### config.mk
export PLATFORM = sky130hd
export DESIGN_NAME = l1_icache_control_config
export DESIGN_NICKNAME = d
export VERILOG_FILES = /design/src/l1_cache_pkg.sv /design/src/l1_icache_control_config.sv /design/src/cache_op_timer.sv
export SDC_FILE = /design/constraint.sdc
export NUM_CORES = 1
export LEC_CHECK = 0
export BUFFER_PORTS_ARGS = -buffer_cell sky130_fd_sc_hd__buf_2
export CORE_UTILIZATION = 52
export DETAILED_ROUTE_END_ITERATION = 10
export PLACE_DENSITY = 0.87
export RECOVER_POWER = 100
export SKIP_LAST_GASP = 1
export SLEW_MARGIN = 10
export SYNTH_ARGS = -nofsm -noshare
export SYNTH_HDL_FRONTEND = slang
export SYNTH_SLANG_ARGS = --single-unit
### constraint.sdc
create_clock -name clk_sys -period 4.12 [get_ports clk_sys]
set_input_delay 0 -clock clk_sys [delete_from_list [all_inputs] [get_ports clk_sys]]
set_output_delay 0 -clock clk_sys [all_outputs]
set_load 0.01 [all_outputs]
### src/l1_cache_pkg.sv
// Shared constants for the level-one cache control and configuration block.
// Assumes one core clock; bit positions are little-endian indices (bit 0 = LSB).
package l1_cache_pkg;

    // Special-register numbers seen on the register move port
    localparam logic [9:0] SPR_ICACHE_CSR = 10'h3F3;
    localparam logic [9:0] SPR_DCACHE_CFG = 10'h3F8;
    localparam logic [9:0] SPR_ICACHE_CFG = 10'h3F9;

    // Control/status field positions (little-endian index)
    localparam int POS_CHECK_EN = 16;
    localparam int POS_INJECT = 15;
    localparam int POS_DTYPE_LO = 12;
    localparam int POS_UNABLE = 10;
    localparam int POS_OVERFLOW = 9;
    localparam int POS_FLASH = 8;
    localparam int POS_OVF_ALLOC = 7;
    localparam int POS_ACTION_LO = 5;
    localparam int POS_ABORTED = 2;
    localparam int POS_INVAL = 1;
    localparam int POS_ENABLE = 0;

    // Detection type and error action encodings
    localparam logic [1:0] DTYPE_PARITY = 2'h0;
    localparam logic [1:0] DTYPE_EDC = 2'h1;
    localparam logic [1:0] ACTION_MCHK = 2'h0;
    localparam logic [1:0] ACTION_CORRECT = 2'h1;

    // Error site encodings reported by the arrays
    localparam logic [1:0] SITE_TAG = 2'h0;
    localparam logic [1:0] SITE_LOCK = 2'h1;
    localparam logic [1:0] SITE_DATA = 2'h2;

    // Values after reset
    localparam logic [31:0] CSR_RESET = 32'h0000_0000;

    // Length of invalidate-all and lock flash clear, in core cycles
    localparam int OP_CYCLES = 134;

    // Read-only configuration words, fields from MSB to LSB
    localparam logic [31:0] DCACHE_CFG_VALUE = {2'h0, 1'h1, 1'h0, 1'h1, 2'h0, 2'h0, 2'h2,
                                                1'h1, 1'h1, 8'h03, 11'h010};
    localparam logic [31:0] ICACHE_CFG_VALUE = {4'h0, 1'h1, 2'h0, 2'h0, 2'h2,
                                                1'h1, 1'h1, 8'h03, 11'h010};

    // Background operation sequencer states, Gray along idle-run-done
    typedef enum logic [1:0] {
        OP_IDLE = 2'h0,
        OP_RUN = 2'h1,
        OP_DONE = 2'h3
    } op_state_t;

endpackage

### src/l1_icache_control_config.sv
// Instruction cache control/status register, read-only configuration words,
// error injection and error action steering, and data miss drain ordering.
// Assumes the core issues register moves on clk_sys and that array, lock
// and buffer signals come from logic on the same clock.
`timescale 1ns/1ps

// Behaviour
// - Report errors only while checking is enabled
// - Parity type injection inverts each byte parity
// - EDC type injection flips top two checks
// - Injection ignores checking enable; reporting masked
// - Detection type 00 parity, 01 EDC
// - Sticky unable-to-lock flag, cleared writing zero
// - Sticky lock overflow flag, cleared writing zero
// - Flash clear starts on one, self-clears
// - Flash clear takes 134 cycles, enable ignored
// - Overflow allocate lets lock replace locked line
// - Error action: 00 machine check, 01 correct
// - Tag/lock errors corrected or invalidated per type
// - Data errors repaired by line reload
// - Sticky aborted flag on early operation end
// - Invalidate-all starts on one, self-clears
// - Invalidate takes 134 cycles, writes type checks
// - Enable clear skips instruction lookups only
// - Data cache configuration word fixed values
// - Instruction cache configuration word fixed values
// - Data miss waits for empty push/store buffers
// - Reset clears the cache enable
module l1_icache_control_config
    import l1_cache_pkg::*;
(
    input wire logic clk_sys,
    input wire logic rstn,
    input wire logic ce,
    // Register move port
    input wire logic [9:0] spr_num,
    input wire logic spr_wr,
    input wire logic [31:0] spr_wdata,
    input wire logic spr_rd,
    output logic [31:0] spr_rdata,
    output logic spr_rvalid,
    // Instruction cache array side
    input wire logic fill_wr,
    output logic [7:0] fill_par_invert,
    output logic [1:0] fill_chk_invert,
    output logic icache_lookup_en,
    output logic [1:0] chk_type,
    output logic inval_busy,
    output logic inval_done,
    output logic flash_busy,
    output logic flash_done,
    input wire logic op_abort,
    // Locking
    input wire logic lock_fail,
    input wire logic lock_overflow,
    output logic ovf_replace_locked,
    // Detected array errors
    input wire logic err_det,
    input wire logic [1:0] err_site,
    input wire logic err_multi,
    input wire logic err_line_locked,
    output logic mchk_req,
    output logic err_correct,
    output logic line_inval_req,
    output logic line_reload_req,
    // Data cache miss ordering
    input wire logic dmiss_req,
    input wire logic push_buf_empty,
    input wire logic store_buf_empty,
    output logic dmiss_go,
    output logic drain_req
);

    // Reset release synchroniser; only the second stage is used
    logic rst_meta_r, rst_n_s;

    always_ff @(posedge clk_sys or negedge rstn) begin
        if (!rstn) begin
            rst_meta_r <= 1'b0;
            rst_n_s <= 1'b0;
        end else begin
            rst_meta_r <= 1'b1;
            rst_n_s <= rst_meta_r;
        end
    end

    // Software-owned control fields
    logic check_en_r, check_en_nxt;
    logic inject_r, inject_nxt;
    logic [1:0] dtype_r, dtype_nxt;
    logic ovf_alloc_r, ovf_alloc_nxt;
    logic [1:0] action_r, action_nxt;
    logic enable_r, enable_nxt;
    // Hardware-set sticky flags
    logic unable_r, unable_nxt;
    logic overflow_r, overflow_nxt;
    logic aborted_r, aborted_nxt;
    // Read port
    logic [31:0] rdata_r, rdata_nxt;
    logic rvalid_r, rvalid_nxt;
    // Error outputs
    logic mchk_r, mchk_nxt;
    logic correct_r, correct_nxt;
    logic inval_line_r, inval_line_nxt;
    logic reload_r, reload_nxt;
    // Injection masks
    logic [7:0] par_inv_r, par_inv_nxt;
    logic [1:0] chk_inv_r, chk_inv_nxt;

    // Decoded register move
    logic csr_wr;
    logic inval_start, flash_start;
    logic inval_abort_ev, flash_abort_ev;
    logic [31:0] csr_view;

    assign csr_wr = spr_wr && (spr_num == SPR_ICACHE_CSR);

    // start invalidate: a one starts it, a zero while busy is ignored
    // restart guard: a one while busy is undefined; treated as no-op
    assign inval_start = csr_wr && spr_wdata[POS_INVAL] && !inval_busy;
    // start flash clear: same start and ignore semantics
    assign flash_start = csr_wr && spr_wdata[POS_FLASH] && !flash_busy;

    // invalidate sweep: fixed length, independent of the enable
    cache_op_timer #(
        .CYCLES(OP_CYCLES)
    ) u_inval (
        .clk_sys(clk_sys),
        .rst_n(rst_n_s),
        .ce(ce),
        .start(inval_start),
        .abort(op_abort),
        .busy(inval_busy),
        .done(inval_done),
        .aborted(inval_abort_ev)
    );

    // lock flash clear: fixed length, independent of the enable
    cache_op_timer #(
        .CYCLES(OP_CYCLES)
    ) u_flash (
        .clk_sys(clk_sys),
        .rst_n(rst_n_s),
        .ce(ce),
        .start(flash_start),
        .abort(op_abort),
        .busy(flash_busy),
        .done(flash_done),
        .aborted(flash_abort_ev)
    );

    // Live view of the control/status word; reserved bits read as zero
    always_comb begin
        csr_view = 32'h0000_0000;
        csr_view[POS_CHECK_EN] = check_en_r;
        csr_view[POS_INJECT] = inject_r;
        csr_view[POS_DTYPE_LO +: 2] = dtype_r;
        csr_view[POS_UNABLE] = unable_r;
        csr_view[POS_OVERFLOW] = overflow_r;
        // Operation bits read back as one until the sweep ends
        csr_view[POS_FLASH] = flash_busy;
        csr_view[POS_OVF_ALLOC] = ovf_alloc_r;
        csr_view[POS_ACTION_LO +: 2] = action_r;
        csr_view[POS_ABORTED] = aborted_r;
        csr_view[POS_INVAL] = inval_busy;
        csr_view[POS_ENABLE] = enable_r;
    end

    // Control fields and sticky flags
    always_comb begin
        check_en_nxt = check_en_r;
        inject_nxt = inject_r;
        dtype_nxt = dtype_r;
        ovf_alloc_nxt = ovf_alloc_r;
        action_nxt = action_r;
        enable_nxt = enable_r;
        unable_nxt = unable_r;
        overflow_nxt = overflow_r;
        aborted_nxt = aborted_r;
        if (csr_wr) begin
            check_en_nxt = spr_wdata[POS_CHECK_EN];
            inject_nxt = spr_wdata[POS_INJECT];
            // detection type: stored as written, 1x kept but acts as parity
            dtype_nxt = spr_wdata[POS_DTYPE_LO +: 2];
            ovf_alloc_nxt = spr_wdata[POS_OVF_ALLOC];
            action_nxt = spr_wdata[POS_ACTION_LO +: 2];
            enable_nxt = spr_wdata[POS_ENABLE];
            // Writing zero clears a sticky flag, writing one leaves it
            unable_nxt = unable_r && spr_wdata[POS_UNABLE];
            overflow_nxt = overflow_r && spr_wdata[POS_OVERFLOW];
            aborted_nxt = aborted_r && spr_wdata[POS_ABORTED];
        end
        // unable-to-lock: a set in the clear cycle wins
        if (lock_fail && !lock_overflow) begin
            unable_nxt = 1'b1;
        end
        // overflow flag: a set in the clear cycle wins
        if (lock_overflow) begin
            overflow_nxt = 1'b1;
        end
        // aborted flag: either sweep ending early sets it
        if (inval_abort_ev || flash_abort_ev) begin
            aborted_nxt = 1'b1;
        end
    end

    // Register read port: data one cycle after the read strobe
    always_comb begin
        rvalid_nxt = spr_rd;
        rdata_nxt = rdata_r;
        if (spr_rd) begin
            case (spr_num)
                SPR_ICACHE_CSR: rdata_nxt = csr_view;
                SPR_DCACHE_CFG: rdata_nxt = DCACHE_CFG_VALUE;
                SPR_ICACHE_CFG: rdata_nxt = ICACHE_CFG_VALUE;
                // Unmapped numbers read as zero
                default: rdata_nxt = 32'h0000_0000;
            endcase
        end
    end

    // Error injection masks applied to linefill writes
    always_comb begin
        par_inv_nxt = 8'h00;
        chk_inv_nxt = 2'h0;
        // injection: does not look at the checking enable
        if (inject_r && fill_wr) begin
            if (dtype_r == DTYPE_EDC) begin
                // double-bit error: two uppermost check bits flipped
                chk_inv_nxt = 2'h3;
            end else begin
                // parity injection: every byte parity bit inverted
                par_inv_nxt = 8'hFF;
            end
        end
    end

    // Error action steering, one cycle after detection
    always_comb begin
        mchk_nxt = 1'b0;
        correct_nxt = 1'b0;
        inval_line_nxt = 1'b0;
        reload_nxt = 1'b0;
        // reporting gate: nothing leaves while checking is off
        if (err_det && check_en_r) begin
            // action select: reserved 1x behaves as machine check
            if (action_r != ACTION_CORRECT) begin
                mchk_nxt = 1'b1;
            end else if (err_site == SITE_DATA) begin
                // data errors: line reloaded in either scheme
                reload_nxt = 1'b1;
            end else if (dtype_r == DTYPE_EDC && !err_multi) begin
                // EDC single-bit tag or lock error corrected
                correct_nxt = 1'b1;
            end else begin
                // multi-bit or parity tag/lock error invalidates
                inval_line_nxt = 1'b1;
                // invalidating a locked line still raises a check
                mchk_nxt = err_line_locked;
            end
        end
    end

    // State registers, all frozen while the clock enable is low
    always_ff @(posedge clk_sys or negedge rst_n_s) begin
        if (!rst_n_s) begin
            check_en_r <= CSR_RESET[POS_CHECK_EN];
            inject_r <= CSR_RESET[POS_INJECT];
            dtype_r <= CSR_RESET[POS_DTYPE_LO +: 2];
            ovf_alloc_r <= CSR_RESET[POS_OVF_ALLOC];
            action_r <= CSR_RESET[POS_ACTION_LO +: 2];
            enable_r <= CSR_RESET[POS_ENABLE];
            unable_r <= CSR_RESET[POS_UNABLE];
            overflow_r <= CSR_RESET[POS_OVERFLOW];
            aborted_r <= CSR_RESET[POS_ABORTED];
            rdata_r <= 32'h0000_0000;
            rvalid_r <= 1'b0;
            mchk_r <= 1'b0;
            correct_r <= 1'b0;
            inval_line_r <= 1'b0;
            reload_r <= 1'b0;
            par_inv_r <= 8'h00;
            chk_inv_r <= 2'h0;
        end else if (ce) begin
            check_en_r <= check_en_nxt;
            inject_r <= inject_nxt;
            dtype_r <= dtype_nxt;
            ovf_alloc_r <= ovf_alloc_nxt;
            action_r <= action_nxt;
            enable_r <= enable_nxt;
            unable_r <= unable_nxt;
            overflow_r <= overflow_nxt;
            aborted_r <= aborted_nxt;
            rdata_r <= rdata_nxt;
            rvalid_r <= rvalid_nxt;
            mchk_r <= mchk_nxt;
            correct_r <= correct_nxt;
            inval_line_r <= inval_line_nxt;
            reload_r <= reload_nxt;
            par_inv_r <= par_inv_nxt;
            chk_inv_r <= chk_inv_nxt;
        end
    end

    assign spr_rdata = rdata_r;
    assign spr_rvalid = rvalid_r;
    assign fill_par_invert = par_inv_r;
    assign fill_chk_invert = chk_inv_r;
    // lookups skipped while disabled; sweeps still run
    assign icache_lookup_en = enable_r;
    // check bits during a sweep follow the current type
    assign chk_type = dtype_r;
    assign ovf_replace_locked = ovf_alloc_r;
    assign mchk_req = mchk_r;
    assign err_correct = correct_r;
    assign line_inval_req = inval_line_r;
    assign line_reload_req = reload_r;

    // miss held until push and store buffers are empty
    assign dmiss_go = dmiss_req && push_buf_empty && store_buf_empty && ce;
    assign drain_req = dmiss_req && !(push_buf_empty && store_buf_empty);

endmodule

### src/cache_op_timer.sv
// Background cache operation sequencer: runs a fixed-length sweep.
// Assumes start and abort come from logic on the same clock.
`timescale 1ns/1ps
module cache_op_timer
    import l1_cache_pkg::*;
#(
    parameter int CYCLES = OP_CYCLES
) (
    input wire logic clk_sys,
    input wire logic rst_n,
    input wire logic ce,
    input wire logic start,
    input wire logic abort,
    output logic busy,
    output logic done,
    output logic aborted
);
    localparam int CW = $clog2(CYCLES + 1);
    localparam logic [CW-1:0] LAST = CW'(CYCLES - 1);

    // Sequencer state and sweep counter
    op_state_t state_r, state_nxt;
    logic [CW-1:0] cnt_r, cnt_nxt;
    logic abort_r, abort_nxt;

    // Next state: count CYCLES cycles in RUN, then one DONE cycle
    always_comb begin
        state_nxt = state_r;
        cnt_nxt = cnt_r;
        abort_nxt = 1'b0;
        case (state_r)
            OP_IDLE: begin
                if (start) begin
                    state_nxt = OP_RUN;
                    cnt_nxt = '0;
                end
            end
            OP_RUN: begin
                // An abort ends the sweep early and is flagged once
                if (abort) begin
                    state_nxt = OP_IDLE;
                    abort_nxt = 1'b1;
                end else if (cnt_r == LAST) begin
                    state_nxt = OP_DONE;
                end else begin
                    cnt_nxt = cnt_r + CW'(1);
                end
            end
            OP_DONE: begin
                state_nxt = OP_IDLE;
            end
            default: begin
                state_nxt = OP_IDLE;
            end
        endcase
    end

    // Registers, frozen while the clock enable is low
    always_ff @(posedge clk_sys or negedge rst_n) begin
        if (!rst_n) begin
            state_r <= OP_IDLE;
            cnt_r <= '0;
            abort_r <= 1'b0;
        end else if (ce) begin
            state_r <= state_nxt;
            cnt_r <= cnt_nxt;
            abort_r <= abort_nxt;
        end
    end

    assign busy = (state_r == OP_RUN);
    assign done = (state_r == OP_DONE);
    assign aborted = abort_r;
endmodule

# After elaboration in Yosys (flattened, before gate mapping)
# Cells that the tools add are included.
# classes
n_addsub	2
n_mul	0
div	0
magnitude_cmp	0
n_eq_ne	20
shifts	0
mux	45
bitwise_logic	0
n_reduce_logical	39
# ops
operator	count
30-bit case mux with 3 select lines	1
8-bit 2-to-1 mux	8
8-bit case mux with 2 select lines	2
10-bit == test, second input constant	3
1-bit 2-to-1 mux	24
1-bit logical AND	17
8-bit by 1-bit adder with 8-bit output, second input constant	2
8-bit == test, second input constant	2
2-bit 2-to-1 mux	8
2-bit inequality test, second input constant	6
2-bit AND reduction	5
5-bit AND reduction	2
2-bit nonzero test	5
2-bit case mux with 2 select lines	2
2-bit by 1-bit == test with 1-bit output, second input constant	3
2-bit == test, second input constant	3
3-bit by 1-bit inequality test with 1-bit output, second input constant	2
3-bit AND reduction	2
1-bit zero test	5
2-bit zero test	2
2-bit by 1-bit inequality test with 1-bit output, second input constant	1
1-bit logical OR	1
# totals
regBits	82
latchBits	0
ramBits	0
romBits	0
out_inout_bits	57
word_cells	131
mem_count	0

# Depth between registers and ports, before layout
# Gate-level depths: netlist of run 1.
# logic_depth
ltp_word	6
ltp_mapped	6

# Hierarchy
# Synthesis of run 1 repeated with hierarchy kept, for this count alone.
# hier_totals
hier_cells	269
area_unflattened_um2	2961.6
# modules_own_cells
mod	instances	cells_each	area_per_inst_um2	seq_area_each_um2
l1_icache_control_config	1	143	1647.8	875.8
cache_op_timer	2	63	656.9	275.3

# Worst setup path before layout of run 1
# OpenSTA, ideal clock, no wires.
# synth_timing
path_type	register -> register
startpoint	register u_flash.state_r[1]
endpoint	register u_flash.cnt_r[5]
setup_ns	0.126
t_arrival_ns	1.694
slack_ns	2.300
path_stages_with_launch	5
synth_period_minus_slack_ns	1.820
cell_sequence	dfrtp_1 or4bb_1 a31o_2 o41a_4 a221o_1
# synth_between
elab_chain_cells	5
elab_cells_between_ends	10
cone_classes	eq/ne (4); mux (1); reduce/logical (5)
# synth_lines
item	line	rtl
start, declared	cache_op_timer.sv:22	op_state_t state_r, state_nxt;
start signal, assigned	cache_op_timer.sv:65	state_r <= state_nxt;
2-bit by 1-bit == test with 1-bit output	cache_op_timer.sv:31, cache_op_timer.sv:71	
1-bit zero test	l1_icache_control_config.sv:122	assign flash_start = csr_wr && spr_wdata[POS_FLASH] && !flash_busy;
1-bit logical AND	l1_icache_control_config.sv:122	
2-bit inequality test (no source line)	n/a	
5-bit AND reduction (no source line)	n/a	
end signal, assigned	cache_op_timer.sv:66	cnt_r <= cnt_nxt;
end, declared	cache_op_timer.sv:23	logic [CW-1:0] cnt_r, cnt_nxt;
# Parallel ways exist; a longest one is shown, timed or not.
# A chain may end at the register's enable or synchronous reset.

# Worst setup path in the final report of run 1
# layout_timing
startpoint	input port ce
endpoint	register u_inval.cnt_r[1]
# layout_between
elab_chain_cells	1
# layout_lines
item	line	rtl
start, declared	l1_icache_control_config.sv:34	input wire logic ce,
5-bit AND reduction (no source line)	n/a	
end signal, assigned	cache_op_timer.sv:66	
end, declared	cache_op_timer.sv:23	
# No other way between the ends.

==> results of run 1 <==
## power groups by stage
stage	registers, mW	logic, mW	clock network (mW)
after global placement	0.576	0.0556	0
after detailed placement	0.576	0.0569	0
after floorplan	0.584	0.0274	0
after CTS	0.565	0.0719	0.442
final	0.566	0.0723	0.433
after global routing	0.566	0.0800	0.463
## kinds of logic after synthesis
family	Yosys count
XOR/XNOR	2
AO/OA/AOI/OAI	61
buffers and inverters	42
adder cells (fa/ha/maj)	4
AND/OR/NAND/NOR	75
flip-flops	57
other	2
multiplexers	10
## cell type report
cell class / instances / area share, %
clock buffer: 10 / 3.68
multi-input combinational: 165 / 32.3
sequential: 57 / 41.1
timing repair buffer: 112 / 18.4
inverter: 9 / 0.973
tap: 70 / 2.52
clock inverter: 6 / 1.01
## what timing repair did
action / CTS / global route
hold endpoints to repair: 22 / 0
resized for setup: 0 / 0
hold buffers: 26 / 0
## sequential cells by signal, indices dropped and copies added, names as in the netlist, 2 cells and up
signal / count
spr_rdata: 15
u_flash.cnt_r: 8
u_inval.cnt_r: 8
action_r: 2
chk_type: 2
u_flash.state_r: 2
u_inval.state_r: 2
## routing by layer
metal,vias to the layer above,routed length [um],GRT usage (%)
met2,96,3500,45.1
met5,-,0,0
met3,17,481,7.36
li1,1101,-,-
met1,1154,2650,27.4
met4,0,172,14.3
## worst max-delay path: cells and delay by family
family / cells / cell delay [ps]
buffers and inverters: 2 / 910
AO/OA/AOI/OAI: 2 / 1320
AND/OR/NAND/NOR: 1 / 950
## final timing paths
| check | endpoint | cells after the start | startpoint |
|---|---|---|---|
| setup / recovery | u_inval.cnt_r[1]$_DFFE_PN0P_ | 5 | ce |
| hold / removal | spr_rdata[12]$_DFFE_PN0P_ | 3 | spr_num[1] |
| setup reg to reg | u_inval.cnt_r[1]$_DFFE_PN0P_ | 4 | u_inval.state_r[1]$_DFFE_PN0P_ |
| hold reg to reg | rst_n_s$_DFF_PN0_ | 0 | rst_meta_r$_DFF_PN0_ |
| max in group asynchronous | icache_lookup_en$_DFFE_PN0P_ | 1 | rst_n_s$_DFF_PN0_ |
| min in group asynchronous | u_inval.cnt_r[3]$_DFFE_PN0P_ | 1 | rst_n_s$_DFF_PN0_ |
## metrics by stage
stage                     utilization [%]  hold WS (ps)  cell area, sq um  power [mW]
after floorplan                         -          -296              2820       0.611
after global routing                 67.5          47.8              3470        1.11
after detailed placement             60.9          -212              3130       0.633
after CTS                            69.1          1.68              3550        1.08
after global placement               60.9          -215              3130       0.631
final                                67.5          22.0              3470        1.07
## placed cells by master (no fill, tap or decap), types with 3 or more instances in the layout
master | Yosys | routed
a211o_1 | 3 | 3
buf_2 | 1 | 41
a31oi_1 | 8 | 8
nand3_1 | 8 | 8
nor2b_1 | 3 | 3
nor3_1 | 5 | 5
mux2_2 | 9 | 8
a41oi_1 | 3 | 3
ha_1 | 4 | 4
nand4_1 | 5 | 5
nand3b_1 | 3 | 3
nand2b_1 | 5 | 5
and2_1 | 5 | 3
and3_1 | 4 | 4
nor2_1 | 4 | 4
a22o_1 | 16 | 16
conb_1 | 2 | 13
clkbuf_1 | 7 | 45
dlygate4sd3_1 | 0 | 26
o2bb2ai_1 | 5 | 5
nor3b_1 | 4 | 4
dfrtp_1 | 57 | 56
nand2_1 | 20 | 20
inv_1 | 8 | 9
clkbuf_8 | 0 | 9
clkinv_2 | 0 | 4
o21ai_0 | 10 | 10
o41ai_1 | 3 | 4
==> results.yml, run 1 <==
global_route:
  grt_pass1_wl_um: 10300
  grt_pass1_vias: 2296
  grt_usage_pct: 25.5
  antenna_found_initial: 0
  grt_max_degree: 56
  gr-total-overflow: 0
synthesis:
  synth-compound-area-share_pct: 17.5
  synth_top_family_by_area: "compound AO/OA/AOI/OAI gates"
  syn_area_per_cell_sq_um: 11.0
  synthAdderAreaFrac_pct: 1.80
  yosys.area_share.simple_pct: 15.3
  synth.most_common_cell: "dfrtp_1"
  synth_seq_cells: 57
  ys_warn_count: 0
  synth_area_leaders: "dfrtp_1 (51%), buf_4 (6.8%), a22o_1 (5.0%), mux2_2 (3.7%), nand2_1 (2.7%)"
  yosysUniqueCellTypes: 49
  synthArstFlopShare_pct: 100
  yosysSeqAreaShare_pct: 51.4
  synth_xor_area_share_pct: 0.631
  syn_area_sq_um: 2780
  synth_common_cells: "dfrtp_1 (57), buf_4 (25), nand2_1 (20)"
  synth.area.mux_share_pct: 4.01
  synth_top_area_share_pct: 51.4
  synth_top_cell_by_area: "dfrtp_1"
  synth_cells: 253
  synth-main-ff-cell: "dfrtp_1"
  synth_edf_count: 0
sta:
  slew_headroom_pct: 19.7
  tns_ps: 0
  rsz0062_at_grt: "no"
  final.setup_skew_ps: 10.1
  hold_viol: 0
  slew_viol_final: 0
  max_freq_ghz: 0.331
  setup_ws_ps: 1090
  setup_viol: 0
  worst_slew_pin_slew_ps: 1190
  fin_crit_ps: 3030
  timing.final.crit_share_pct: 73.4
setup_path:
  r2r_slack_ps: 2090
  arrival_ps: 3170
  endpoint_kind: "register"
  cp_slowest_cell: "o41ai_1"
  start_kind: "input port"
  path_cells: "clkbuf_1 > inv_1 > or4_1 > o41ai_1 > o22ai_1"
  crit_path_max_fanout: 16
  required_ps: 4270
  cp_slowest_stage_delay_ps: 1070
  path_class: "in -> reg"
clocking:
  cts_setup_buffers: 0
  cts_tree: "built"
  clockRootBuffer: "clkbuf_8"
  clockBufferDepth: 2
  clock_sinks: 57
  worstSkewPairLatency_ps: 350
  clk_pin_slew_ps: 60
  cts_max_level: 3
  cts_buffers: 9
power_and_ir_drop:
  clkPwrFrac_pct: 40.4
  switching_share_pct: 24.5
  total_leakage_power_nw: 1.65
  p_int_mw: 0.808
  max-vdd-ir-drop_mv: 0.247
  seq_power_share_pct: 52.8
  combPwrFrac_pct: 6.7
  power_density_nw_per_um2: 309
  switchingPower_mw: 0.263
placement:
  dp_hpwl_um: 4100
  dpl.cell_count: 387
  pre_cts_slack_ps: 1680
  io_buffers: 84
  gp_congestion: 0.915
floorplan:
  start_util_pct: 54.0
  num_rows: 26
  io_pins: 116
  core_area_sq_um: 5140
  dieHeight_um: 75.1
  dieArea_sq_um: 5640
  die_w_um: 75.1
layout:
  nFillCells: 405
  instances_no_fill: 429
  finalNetCount: 417
  syn2layout_area_growth_pct: 25.0
  final_layout_size_suffix_gt1_share_pct: 18.7
  register_area_sq_um: 1430
  multiInputGateArea_sq_um: 1120
  antenna_cells: 0
detailed_routing:
  first_pass_iters: 4
  ant_nets: 0
  vias: 2368
  drc: 0
  routed_wl_um: 6800
  wl_per_cell_um: 15.9
  via_per_inst: 5.52
  drt_iter0_drc: 96
hold_path:
  hp-class: "in -> reg"
flow_run:
  maxCapViolCount: 0
status:
  status: "finished clean"
No activity file was read; power rests on OpenSTA's default activity.
==> run 2: changes to the inputs <==
--- a/config.mk
+++ b/config.mk
@@ -6,9 +6,9 @@
 export NUM_CORES = 1
 export LEC_CHECK = 0
 export BUFFER_PORTS_ARGS = -buffer_cell sky130_fd_sc_hd__buf_2
-export CORE_UTILIZATION = 52
+export CORE_UTILIZATION = 48
 export DETAILED_ROUTE_END_ITERATION = 10
-export PLACE_DENSITY = 0.87
+export PLACE_DENSITY = 0.81
 export RECOVER_POWER = 100
 export SKIP_LAST_GASP = 1
 export SLEW_MARGIN = 10
==> constraint.sdc (replaced) <==
create_clock -name clk_sys -period 2.9 [get_ports clk_sys]
set_input_delay 0 -clock clk_sys [delete_from_list [all_inputs] [get_ports clk_sys]]
set_output_delay 0 -clock clk_sys [all_outputs]
set_load 0.01 [all_outputs]
==> run 2 against run 1 <==
  * Clock power rose by 50%
  * Setup slack worse by 710 ps
  * Sequential power rose by 43%
  * Register-to-register slack got worse by 1100 ps
  * Via count grew 0.89%
  * Global-route usage is 2.0 points lower
  * Flip-flop and latch count is the same
  * Largest cell class unchanged
  * Core utilization decreased by 4.1 points
  * Clock skew is 1.5 ps higher
  * Wire length is 1.2% lower
==> results.yml, run 2 (same netlist as run 1, synthesis figures left out) <==
global_route:
  grt_max_degree: 29
  antenna_found_initial: 0
  grt_pass1_vias: 2382
  grt_usage_pct: 23.5
  grt_pass1_wl_um: 10900
  gr-total-overflow: 0
floorplan:
  core_area_sq_um: 5540
  die_w_um: 78.1
  start_util_pct: 50.1
  dieHeight_um: 78.1
  num_rows: 27
  io_pins: 116
  dieArea_sq_um: 6090
clocking:
  cts_buffers: 9
  cts_tree: "built"
  clk_pin_slew_ps: 70
  worstSkewPairLatency_ps: 340
  clockRootBuffer: "clkbuf_8"
  cts_max_level: 3
  clockBufferDepth: 2
  post_cts_resized: 0
  clock_sinks: 57
  cts_setup_buffers: 0
layout:
  final_common_cell: "dfrtp_1"
  syn2layout_area_growth_pct: 26.5
  final_area_sq_um: 3510
  final_layout_size_suffix_gt1_share_pct: 19.3
  largest_register_ffs: 15
  instances_no_fill: 435
  nFillCells: 474
  finalNetCount: 421
  final_cell_mix: "dfrtp_1 (57), clkbuf_1 (50), buf_2 (39)"
  antenna_cells: 0
power_and_ir_drop:
  max-vdd-ir-drop_mv: 0.241
  clkPwrFrac_pct: 41.7
  power_density_nw_per_um2: 444
  p_int_mw: 1.16
  total_leakage_power_nw: 1.65
  seq_power_share_pct: 52.0
  switchingPower_mw: 0.400
  switching_share_pct: 25.6
  combPwrFrac_pct: 6.3
detailed_routing:
  drt_iter0_drc: 140
  drc: 0
  via_per_inst: 5.49
  ant_nets: 0
  vias: 2389
  wl_per_cell_um: 15.4
  first_pass_iters: 5
  routed_wl_um: 6720
placement:
  dpl_cell_area_sq_um: 3160
  dp_hpwl_um: 4320
  gp_congestion: 0.873
  pre_cts_slack_ps: 934
  dpl.cell_count: 393
  io_buffers: 84
hold_path:
  holdPathEnd: "line_reload_req$_DFFE_PN0P_"
  min_from: "err_det"
  hold_depth: 3
  hp-class: "in -> reg"
sta:
  max_freq_ghz: 0.398
  fin_crit_ps: 2520
  worst_slew_pin_slew_ps: 1180
  slew_viol_final: 0
  slew_headroom_pct: 21.0
  final.setup_skew_ps: 11.6
  hold_viol: 0
  tns_ps: 0
  setup_ws_ps: 385
  timing.final.crit_share_pct: 86.7
  setup_viol: 0
  rsz0062_at_grt: "no"
setup_path:
  endpoint_kind: "register"
  crit_path_max_fanout: 11
  start_kind: "input port"
  arrival_ps: 2730
  r2r_cells: 4
  r2r_slack_ps: 950
  required_ps: 3120
  timing.rr.end: "u_flash.cnt_r[5]$_DFFE_PN0P_"
  r2r_start: "u_flash.state_r[1]$_DFFE_PN0P_"
  path_class: "in -> reg"
status:
  status: "finished clean"
flow_run:
  maxCapViolCount: 0
[run 2: changes by cell type in the layout (fill, tap and decap cells not counted), sizes merged]
cell and change:
buf -3, inv +1, clkbuf +6
[run 2: layer usage]
layer / track usage (%) / wire, um
met1: 26.2 / 2640
met4: 10.0 / 205
met3: 7.67 / 436
met2: 41.1 / 3440
met5: 0 / 0
[run 2: power groups by stage]
stage / combinational, mW / sequential [mW] / clock, mW
final: 0.0986 / 0.810 / 0.651
after CTS: 0.0978 / 0.811 / 0.665
after floorplan: 0.0389 / 0.829 / 0
after detailed placement: 0.0752 / 0.826 / 0
after global routing: 0.108 / 0.812 / 0.708
after global placement: 0.0740 / 0.826 / 0
[run 2: worst max-delay path: stages]
cell and delay (ps):
dlygate4sd3_1 540, clkbuf_1 130, nand4b_1 180, or4_1 580, clkbuf_1 350, o21ai_0 270
o21ai_0 110, dlygate4sd3_1 570
[run 2: how the worst max path moves through the flow]
stage,slack (ps),to,start,cells after the start
finish,380,unable_r$_DFFE_PN0P_,spr_num[3],8
global route,310,unable_r$_DFFE_PN0P_,spr_num[3],8
CTS,680,unable_r$_DFFE_PN0P_,spr_num[3],8
detailed placement,930,u_inval.cnt_r[1]$_DFFE_PN0P_,spr_num[2],5
global placement,980,u_flash.cnt_r[5]$_DFFE_PN0P_,u_flash.state_r[1]$_DFFE_PN0P_,4
floorplan,1080,u_flash.cnt_r[5]$_DFFE_PN0P_,u_flash.state_r[1]$_DFFE_PN0P_,4
[run 2: metrics by stage]
step	total power, mW	utilization, %	hold slack [ps]
after global routing	1.63	63.4	51.1
after global placement	0.900	57.1	-214
after CTS	1.57	65.0	11.7
after floorplan	0.868	-	-296
final	1.56	63.4	20.8
after detailed placement	0.901	57.1	-212
[run 2: final cells by class]
class / count / area, sq um / area share [%]
clock buffer: 9 / 124 / 3.53
clock inverter: 7 / 55.1 / 1.57
inverter: 9 / 33.8 / 0.962
multi-input combinational: 165 / 1140 / 32.3
sequential: 57 / 1430 / 40.6
tap: 72 / 90.1 / 2.56
timing repair buffer: 116 / 648 / 18.4
[run 2: repair_timing]
item,4_1_cts,5_1_grt
hold buffers,26,0
endpoints found under the setup margin,0,0
endpoints found under the hold margin,21,0
